File: src/cfes_defs.svh
// Purpose: Constants for the clock fan-out enable sequencer
// Assumes: System clock of 20 MHz
// Notes: Times in their own units, cycle counts derived
`ifndef CFES_DEFS_SVH
`define CFES_DEFS_SVH
`define CFES_CLK_HZ 20000000
`define CFES_SETTLE_NS 1000
`define CFES_SETTLE_CYC ((`CFES_SETTLE_NS * (`CFES_CLK_HZ / 1000000) + 999) / 1000)
`define CFES_DISABLE_NS 10
`define CFES_CNT_W 8
`define CFES_DIV_W 4
`define CFES_DIFF_N 3
`define CFES_DIV_RATIO_DEF 4'h2
`endif

File: src/cfes_pkg.sv
// Purpose: Types for the clock fan-out enable sequencer
// Assumes: Included constants header
// Notes: Sequencer states and output bundle
package cfes_pkg;
  typedef enum logic [1:0] {
    CFES_OFF = 2'b00,
    CFES_SETTLE = 2'b01,
    CFES_LOW = 2'b10,
    CFES_RUN = 2'b11
  } cfes_state_e;
  typedef struct packed {
    logic [2:0] diff_p;
    logic [2:0] diff_n;
    logic [2:0] diff_oe;
    logic se;
    logic se_oe;
  } cfes_out_s;
endpackage

File: src/cfes_seq.sv
// Purpose: Output enable and reset sequencing of a clock fan-out buffer
// Assumes: Input clock sampled on mclk_i; enable and selects are pins
// Notes: Outputs are registered; undefined levels are modelled as low
// Function
// - Enable low puts all output drivers in high impedance
// - Mode selects ignored while disabled
// - Disable holds all flip-flops including divider in reset; the code keeps the pin and reference clock synchronisers sampling
// - After enable, settle about 1 us with true outputs high
// - Single-ended output level undefined during settle
// - After settle, outputs go low before clocks appear
// - Each output synchronised to input clock edges
// - Newly enabled stage starts undefined, complement is its inverse
// - First rising input edge: undivided output takes input level
// - Divided output shows present shared divider state
// - Per-output enable does not reset the divider
// - Outputs off within about 10 ns after latched low enable; the code takes one mclk cycle after en_s2_q falls, 50 ns at 20 MHz
`include "cfes_defs.svh"
module cfes_seq #(
  parameter int SETTLE_CYC = `CFES_SETTLE_CYC,
  parameter logic [`CFES_DIV_W-1:0] DIV_RATIO = `CFES_DIV_RATIO_DEF
) (
  input wire logic mclk_i,
  input wire logic rst_n_i,
  input wire logic ref_clk_i,
  input wire logic dev_en_i,
  input wire logic [2:0] out_en_i,
  input wire logic [2:0] div_sel_i,
  input wire logic se_en_i,
  output logic [2:0] diff_p_o,
  output logic [2:0] diff_n_o,
  output logic [2:0] diff_oe_o,
  output logic single_ended_clock_output_o,
  output logic single_ended_clock_output_oe_o,
  output cfes_pkg::cfes_state_e state_o
);
  logic rst_s1_q, rst_n_q;
  logic clk_s1_q, clk_s2_q, clk_prev_q;
  logic en_s1_q, en_s2_q;
  logic [2:0] oen_s1_q, oen_s2_q, dsel_s1_q, dsel_s2_q;
  logic se_s1_q, se_s2_q;
  logic [`CFES_CNT_W-1:0] cnt_q;
  logic [`CFES_DIV_W-1:0] div_cnt_q;
  logic div_q;
  cfes_pkg::cfes_state_e st_q, st_d;
  cfes_pkg::cfes_out_s out_q, out_d;
  logic rise;
  logic [2:0] sel_en, dsel;
  logic sel_se;
  // Arming state per stage
  logic [2:0] arm_q;
  logic arm_se_q;

  // Reset release
  always_ff @(posedge mclk_i or negedge rst_n_i)
  begin
    if (!rst_n_i)
    begin
      rst_s1_q <= 1'b0;
      rst_n_q <= 1'b0;
    end
    else
    begin
      rst_s1_q <= 1'b1;
      rst_n_q <= rst_s1_q;
    end
  end

  // Reference clock synchroniser and edge history
  always_ff @(posedge mclk_i or negedge rst_n_q)
  begin
    if (!rst_n_q)
    begin
      clk_s1_q <= 1'b0;
      clk_s2_q <= 1'b0;
      clk_prev_q <= 1'b0;
    end
    else
    begin
      clk_s1_q <= ref_clk_i;
      clk_s2_q <= clk_s1_q;
      clk_prev_q <= clk_s2_q;
    end
  end

  // Device enable synchroniser
  always_ff @(posedge mclk_i or negedge rst_n_q)
  begin
    if (!rst_n_q)
    begin
      en_s1_q <= 1'b0;
      en_s2_q <= 1'b0;
    end
    else
    begin
      en_s1_q <= dev_en_i;
      en_s2_q <= en_s1_q;
    end
  end

  // Mode select synchronisers
  always_ff @(posedge mclk_i or negedge rst_n_q)
  begin
    if (!rst_n_q)
    begin
      oen_s1_q <= 3'h0;
      oen_s2_q <= 3'h0;
      dsel_s1_q <= 3'h0;
      dsel_s2_q <= 3'h0;
      se_s1_q <= 1'b0;
      se_s2_q <= 1'b0;
    end
    else
    begin
      oen_s1_q <= out_en_i;
      oen_s2_q <= oen_s1_q;
      dsel_s1_q <= div_sel_i;
      dsel_s2_q <= dsel_s1_q;
      se_s1_q <= se_en_i;
      se_s2_q <= se_s1_q;
    end
  end

  // Mode inputs pass only while running
  function automatic logic [2:0] gate_run(cfes_pkg::cfes_state_e st, logic [2:0] sel);
    gate_run = (st == cfes_pkg::CFES_RUN) ? sel : 3'h0;
  endfunction

  // Level an armed stage shows
  function automatic logic stage_level(logic divided, logic div_state, logic ref_level);
    stage_level = divided ? div_state : ref_level;
  endfunction

  assign rise = clk_s2_q & ~clk_prev_q;
  // Selects forced off unless running
  assign sel_en = gate_run(st_q, oen_s2_q);
  assign dsel = gate_run(st_q, dsel_s2_q);
  assign sel_se = |gate_run(st_q, {2'h0, se_s2_q});

  // Sequencer
  always_comb
  begin
    st_d = st_q;
    case (st_q)
      cfes_pkg::CFES_OFF: if (en_s2_q) st_d = cfes_pkg::CFES_SETTLE;
      cfes_pkg::CFES_SETTLE:
        if (cnt_q == SETTLE_CYC[`CFES_CNT_W-1:0] - 8'h01) st_d = cfes_pkg::CFES_LOW;
      cfes_pkg::CFES_LOW: st_d = cfes_pkg::CFES_RUN;
      cfes_pkg::CFES_RUN: st_d = cfes_pkg::CFES_RUN;
      default: st_d = cfes_pkg::CFES_OFF;
    endcase
    if (!en_s2_q)
      st_d = cfes_pkg::CFES_OFF;
  end

  always_ff @(posedge mclk_i or negedge rst_n_q)
  begin
    if (!rst_n_q)
      st_q <= cfes_pkg::CFES_OFF;
    else
      st_q <= st_d;
  end

  // Settle counter
  always_ff @(posedge mclk_i or negedge rst_n_q)
  begin
    if (!rst_n_q)
      cnt_q <= 8'h00;
    else if (st_q != cfes_pkg::CFES_SETTLE)
      cnt_q <= 8'h00;
    else
      cnt_q <= cnt_q + 8'h01;
  end

  // Shared divider, held in reset whenever the state is not running
  always_ff @(posedge mclk_i or negedge rst_n_q)
  begin
    if (!rst_n_q)
    begin
      div_cnt_q <= 4'h0;
      div_q <= 1'b0;
    end
    else if (st_q != cfes_pkg::CFES_RUN)
    begin
      div_cnt_q <= 4'h0;
      div_q <= 1'b0;
    end
    else if (rise)
    begin
      if (div_cnt_q >= DIV_RATIO - 4'h1)
      begin
        div_cnt_q <= 4'h0;
        div_q <= ~div_q;
      end
      else
        div_cnt_q <= div_cnt_q + 4'h1;
    end
  end

  // Differential stage arming on first rising reference edge
  always_ff @(posedge mclk_i or negedge rst_n_q)
  begin
    if (!rst_n_q)
      arm_q <= 3'h0;
    else
    begin
      for (int i = 0; i < `CFES_DIFF_N; i++)
      begin
        if (!sel_en[i])
          arm_q[i] <= 1'b0;
        else if (rise)
          arm_q[i] <= 1'b1;
      end
    end
  end

  // Single-ended stage arming
  always_ff @(posedge mclk_i or negedge rst_n_q)
  begin
    if (!rst_n_q)
      arm_se_q <= 1'b0;
    else if (!sel_se)
      arm_se_q <= 1'b0;
    else if (rise)
      arm_se_q <= 1'b1;
  end

  // Output next values
  always_comb
  begin
    out_d = out_q;
    case (st_q)
      cfes_pkg::CFES_SETTLE:
      begin
        out_d.diff_p = 3'h7;
        out_d.diff_oe = 3'h7;
        out_d.se = 1'b0;
        out_d.se_oe = 1'b1;
      end
      cfes_pkg::CFES_LOW:
      begin
        out_d.diff_p = 3'h0;
        out_d.diff_oe = 3'h7;
        out_d.se = 1'b0;
        out_d.se_oe = 1'b1;
      end
      cfes_pkg::CFES_RUN:
      begin
        // Unarmed stages hold low until the first rising edge
        for (int i = 0; i < `CFES_DIFF_N; i++)
        begin
          if (!sel_en[i])
            out_d.diff_p[i] = 1'b0;
          else if (arm_q[i] || rise)
            out_d.diff_p[i] = stage_level(dsel[i], div_q, clk_s2_q);
          else
            out_d.diff_p[i] = 1'b0;
        end
        out_d.diff_oe = sel_en;
        if (sel_se && (arm_se_q || rise))
          out_d.se = div_q;
        else
          out_d.se = 1'b0;
        out_d.se_oe = sel_se;
      end
      default:
      begin
        out_d.diff_p = 3'h0;
        out_d.diff_oe = 3'h0;
        out_d.se = 1'b0;
        out_d.se_oe = 1'b0;
      end
    endcase
    out_d.diff_n = ~out_d.diff_p;
    // Disable overrides every drive enable
    if (!en_s2_q)
    begin
      out_d.diff_oe = 3'h0;
      out_d.se_oe = 1'b0;
    end
  end

  always_ff @(posedge mclk_i or negedge rst_n_q)
  begin
    if (!rst_n_q)
      out_q <= '{diff_p: 3'h0, diff_n: 3'h7, diff_oe: 3'h0, se: 1'b0, se_oe: 1'b0};
    else
      out_q <= out_d;
  end

  // Status copy of state
  always_ff @(posedge mclk_i or negedge rst_n_q)
  begin
    if (!rst_n_q)
      state_o <= cfes_pkg::CFES_OFF;
    else
      state_o <= st_d;
  end

  assign diff_p_o = out_q.diff_p;
  assign diff_n_o = out_q.diff_n;
  assign diff_oe_o = out_q.diff_oe;
  assign single_ended_clock_output_o = out_q.se;
  assign single_ended_clock_output_oe_o = out_q.se_oe;
endmodule // cfes_seq

File: config.mk
export PLATFORM = sky130hd
export DESIGN_NAME = cfes_seq
export DESIGN_NICKNAME = d
export VERILOG_FILES = /design/src/cfes_pkg.sv /design/src/cfes_seq.sv
export VERILOG_INCLUDE_DIRS = /design/src
export SDC_FILE = /design/constraint.sdc
export NUM_CORES = 1
export LEC_CHECK = 0
export ABC_AREA = 1
export BUFFER_PORTS_ARGS = -buffer_cell sky130_fd_sc_hd__buf_2
export CAP_MARGIN = 10
export CORE_UTILIZATION = 45
export DETAILED_ROUTE_END_ITERATION = 10
export PLACE_DENSITY_LB_ADDON = 0.25
export RECOVER_POWER = 25
export SYNTH_ARGS = -nofsm -noshare
export SYNTH_HDL_FRONTEND = slang
export SYNTH_SLANG_ARGS = --single-unit
File: constraint.sdc
create_clock -name mclk_i -period 2 [get_ports mclk_i]
set_input_delay 0 -clock mclk_i [delete_from_list [all_inputs] [get_ports mclk_i]]
set_output_delay 0 -clock mclk_i [all_outputs]
set_load 0.05 [all_outputs]
== After elaboration in Yosys (flattened, before gate mapping) ==
Cells that the tools add are included.

* Output and inout bits: 13
* Flip-flop bits (word level): 51
* Input bits: 11
* Word-level logic and storage cells: 88

* Reductions and logical operators: 12
* Equal/unequal tests: 11
* Multiplexer cells: 32
* Magnitude comparators: 1
* Bitwise gates (word level): 4
* $add $sub $neg: 2

{| class="wikitable"
|+ Operator list
! kind !! number
|-
| 1-bit two-way mux || 20
|-
| 4-bit two-way mux || 3
|-
| 2-bit != test (second input constant) || 5
|-
| 5-bit one-hot mux with 2 select lines || 1
|-
| 3-bit two-way mux || 3
|-
| 8-bit by 1-bit adder with 8-bit output (second input constant) || 1
|-
| 8-bit by 5-bit equality test with 1-bit output (second input constant) || 1
|-
| 8-bit two-way mux || 1
|-
| 2-bit one-hot mux with 3 select lines || 1
|-
| 3-bit one-hot mux with 2 select lines || 1
|-
| 4-bit by 1-bit adder with 4-bit output (second input constant) || 1
|-
| 2-bit equality test (second input constant) || 2
|-
| 4-bit by 1-bit >= comparator with 1-bit output (second input constant) || 1
|-
| 1-bit logical OR || 4
|-
| 2-bit two-way mux || 2
|-
| 2-bit nonzero test || 2
|-
| 2-bit OR reduction || 2
|-
| 3-bit != test (second input constant) || 1
|-
| 3-bit inverter || 1
|-
| 3-bit OR reduction || 1
|-
| 2-bit by 1-bit equality test with 1-bit output (second input constant) || 1
|-
| 2-bit zero test || 1
|-
| 2-bit by 1-bit != test with 1-bit output (second input constant) || 1
|-
| 1-bit inverter || 2
|-
| 3 further kinds || 3
|}

== Depth between registers and ports, before layout ==
* Depth after elaboration: 7
* Gate-level depth with buffers: 8
* Mapped depth without buffers: 7

== Worst setup path before layout ==
OpenSTA, ideal clock, no wires.

* Kind: register to register
* Start point: register state_o[0] (netlist name)
* End point: register out_q (netlist bit diff_p_o[0])
* Cell stages (with the launch flop): 8
* Setup time: 116 ps
* Period minus slack after synthesis: 1557 ps
* Path slack: 443 ps
* Data required time: 1884 ps
* Data arrival time: 1441 ps
* Path buffers: 1
* Cell sequence: dfrtp_1 -> ha_1 -> buf_6 -> nand2_2 -> o21ai_2 -> inv_1 -> a21oi_2 -> inv_2

{| class="wikitable"
|+ RTL lines
! what !! RTL line !! text
|-
| to (signal assigned) || cfes_seq.sv:285 || <nowiki>out_q <= '{diff_p: 3'h0, diff_n: 3'h7, diff_oe: 3'h0, se: 1'b0, se_oe: 1'b0};</nowiki>
|-
| to (signal assigned) || cfes_seq.sv:287 || <nowiki>out_q <= out_d;</nowiki>
|-
| to (decl) || cfes_seq.sv:45 || <nowiki>cfes_pkg::cfes_out_s out_q, out_d;</nowiki>
|}

==> results.json <==
{
  "grt.overflow.total": 0,
  "drc": 0,
  "firstDrtPassIters": 4,
  "cts_setup_buffers": 0,
  "synth_edf_count": 0,
  "start_util_pct": 47.1,
  "htree_levels": 2,
  "coreArea_um2": 4030,
  "cts_hold_buf": 11,
  "ir_worst_vdd_mv": 0.494,
  "synth-seq-area-share_pct": 67.4,
  "maxCapViolations": 0,
  "synth_cells": 170,
  "synth_cell_types": 24,
  "synth_area_leaders": "dfrtp_1, ha_1, inv_1",
  "crit_slowest_cell": "ha_1",
  "intPower_uw": 1550,
  "synth-compound-area-share_pct": 8.31,
  "p_comb_share_pct": 13.9,
  "fin_crit_sh_pct": 77.2,
  "die_h_um": 66.9,
  "p_clk_share_pct": 32.6,
  "cts_buffers": 5,
  "status": "complete, no violations",
  "power.total_uw": 2120,
  "timing.fmax_mhz": 648,
  "floorplan.die_area_um2": 4480,
  "critPathArrivalTime_ns": 1.74,
  "syn-num-nets": 188,
  "synth_top_area_cell": "dfrtp_1",
  "ys_ff_latch": 51,
  "relSlewSlack_pct": 30.6,
  "synthAdderAreaFrac_pct": 4.61,
  "wl_per_cell_um": 11.5,
  "cp-start-kind": "register",
  "synth_top_area_share_pct": 63.3,
  "crit_path_end_kind": "register",
  "finalSetupTns_ns": 0,
  "synthSimpleGateAreaFrac_pct": 13.4,
  "slowest_delay_ns": 0.51,
  "cts_resized": 0,
  "die_w_um": 66.9,
  "drt-vias-per-instance": 4.63,
  "path_max_fanout": 10,
  "rows": 23,
  "yosys.area_share.xor_xnor_pct": 0,
  "p_sw_share_pct": 26.8,
  "grt_pass1_wl_um": 5150,
  "via_count": 1213,
  "m1WireLength_um": 1260,
  "wl_met2_um": 1540,
  "synthTopCellsByCount": "dfrtp_1, inv_1, nand2_1",
  "synth_ff_type": "dfrtp_1",
  "setup_viol": 0,
  "drtAntennaViolNets": 0,
  "synth_top_family_by_area": "simple AND/OR/NAND/NOR gates",
  "area_delta_synth_final_pct": 20.9,
  "power.switching_uw": 569,
  "nets": 229,
  "synthMuxAreaShare_pct": 0,
  "top_layer": "met4",
  "grt_pass1_vias": 1198,
  "clock_latency_ns": 0.30,
  "port_buffers": 23,
  "ios": 24,
  "gp_congestion": 0.814,
  "synth_area_per_cell_um2": 11.2,
  "criticalPathCategory": "reg -> reg",
  "layout-drive-gt1-share_pct": 23.6,
  "drt_iter0_markers": 37,
  "fin_skew_ns": 0.00515,
  "tightestPinTransition_ns": 1.04,
  "cp.required_ns": 2.20,
  "p_per_area_nw_per_um2": 925,
  "path_clk_slew_ns": 0.09,
  "cts_buffer_depth": 2,
  "pwr-share-seq_pct": 53.5,
  "cts_sinks": 51,
  "num_antenna_cells": 0,
  "grt_max_degree": 28,
  "synth.most_common_cell": "dfrtp_1",
  "async_flop_share_pct": 100,
  "cts_tree": "yes",
  "hold_path_class": "in -> reg",
  "p_leak_uw": 0.00115,
  "drt-total-wl_um": 3000,
  "slew_violations": 0,
  "hpwl_um": 2140,
  "syn_area_um2": 1900,
  "hold_violations": 0,
  "nFillCells": 353,
  "layout_min_cycle_time_ns": 1.54,
  "antenna_found_initial": 0,
  "rsz0062_at_grt": "false",
  "track_usage_pct": 16.3,
  "wl_met3_um": 134,
  "cp_cell_sequence": "ha_1 -> nand2_2 -> o21ai_2 -> inv_1 -> a21oi_2 -> inv_2",
  "cts_root_buf": "clkbuf_8",
  "yosys_warnings": 0
}
==> metal layers <==
layer	global-route usage (%)	vias up
li1	-	607
met5	0	-
met3	5.65	6
met4	8.51	0
met2	27.1	30
met1	18.1	570
==> registers in the layout, summed over array words and instances, names as in the netlist, 2 cells and up <==
signal     count
diff_oe_o      3
div_cnt_q      4
diff_n_o       3
oen_s1_q       3
dsel_s1_q      3
cnt_q          8
state_o        2
arm_q          3
oen_s2_q       3
dsel_s2_q      3
diff_p_o       3
==> final timing paths <==
path	startpoint	endpoint	slack, ns	depth (start not counted)
setup / recovery	state_o[0]	diff_p_o[2]	0.46	6
hold / removal	out_en_i[1]	oen_s1_q[1]	0.33	2
setup reg to reg	state_o[0]	diff_p_o[2]	0.46	6
hold reg to reg	en_s1_q	en_s2_q	0.35	0
max in group asynchronous	rst_n_q	oen_s2_q[2]	0.82	1
min in group asynchronous	rst_n_q	state_o[1]	0.44	0
==> power groups by stage <==
stage	Sequential [µW]	Combinational [µW]	Clock [µW]
floorplan	1260	102	0
global placement	1150	274	0
detailed placement	1160	281	0
CTS	1140	298	708
global route	1150	326	747
finish	1140	294	692
==> critical path, delay by kind of cell (launching register included) <==
family,cells,cell delay [ns]
buffers and inverters,2,0.10
DFF,1,0.42
AOI/OAI and AO/OA,2,0.30
and+or+nand+nor,1,0.11
adders and majority gates,1,0.51
==> cells in the final DEF, fill, tap and decap left out <==
master / count
conb_1: 1
o21bai_1: 1
clkinvlp_4: 1
nand3_1: 7
a21oi_1: 9
nand2_2: 2
bufinv_16: 1
o21ai_4: 1
nand3_2: 1
nand2_1: 22
nand2_4: 1
dlygate4sd3_1: 11
o21ai_0: 7
nor2_2: 1
o21ai_1: 2
buf_4: 2
o21ai_2: 2
inv_2: 4
dfstp_2: 3
buf_2: 23
nor3_1: 4
nor2_1: 19
clkbuf_1: 1
dfrtp_1: 48
clkbuf_8: 5
nand4_1: 1
inv_1: 22
a21oi_2: 3
ha_1: 7
==> stage by stage <==
stage | setup slack [ns] | hold WS (ns) | instances | instance area (µm²) | utilization [%]
detailed placement | 0.473 | -0.212 | 243 | 2080 | 51.5
global route | 0.303 | 0.319 | 262 | 2290 | 57.0
finish | 0.456 | 0.327 | 262 | 2290 | 57.0
floorplan | 0.443 | -0.296 | 170 | 1900 | -
CTS | 0.456 | 0.295 | 262 | 2300 | 57.0
global placement | 0.537 | -0.215 | 243 | 2080 | 51.5
==> layout make-up <==
type | instances | area [µm²] | share of cell area, %
sequential | 51 | 1280 | 55.8
timing repair buffer | 36 | 240 | 10.5
clock inverter | 2 | 37.5 | 1.64
inverter | 26 | 97.6 | 4.25
multi-input combinational | 91 | 504 | 22.0
clock buffer | 6 | 72.6 | 3.16
tap | 50 | 62.6 | 2.73
==> cell families after synthesis <==
group,after synthesis
compound gates,25
fa+ha+maj,7
buf+inv,28
simple gates,58
other cells,1
flops,51
(Power assumes the default switching activity.)
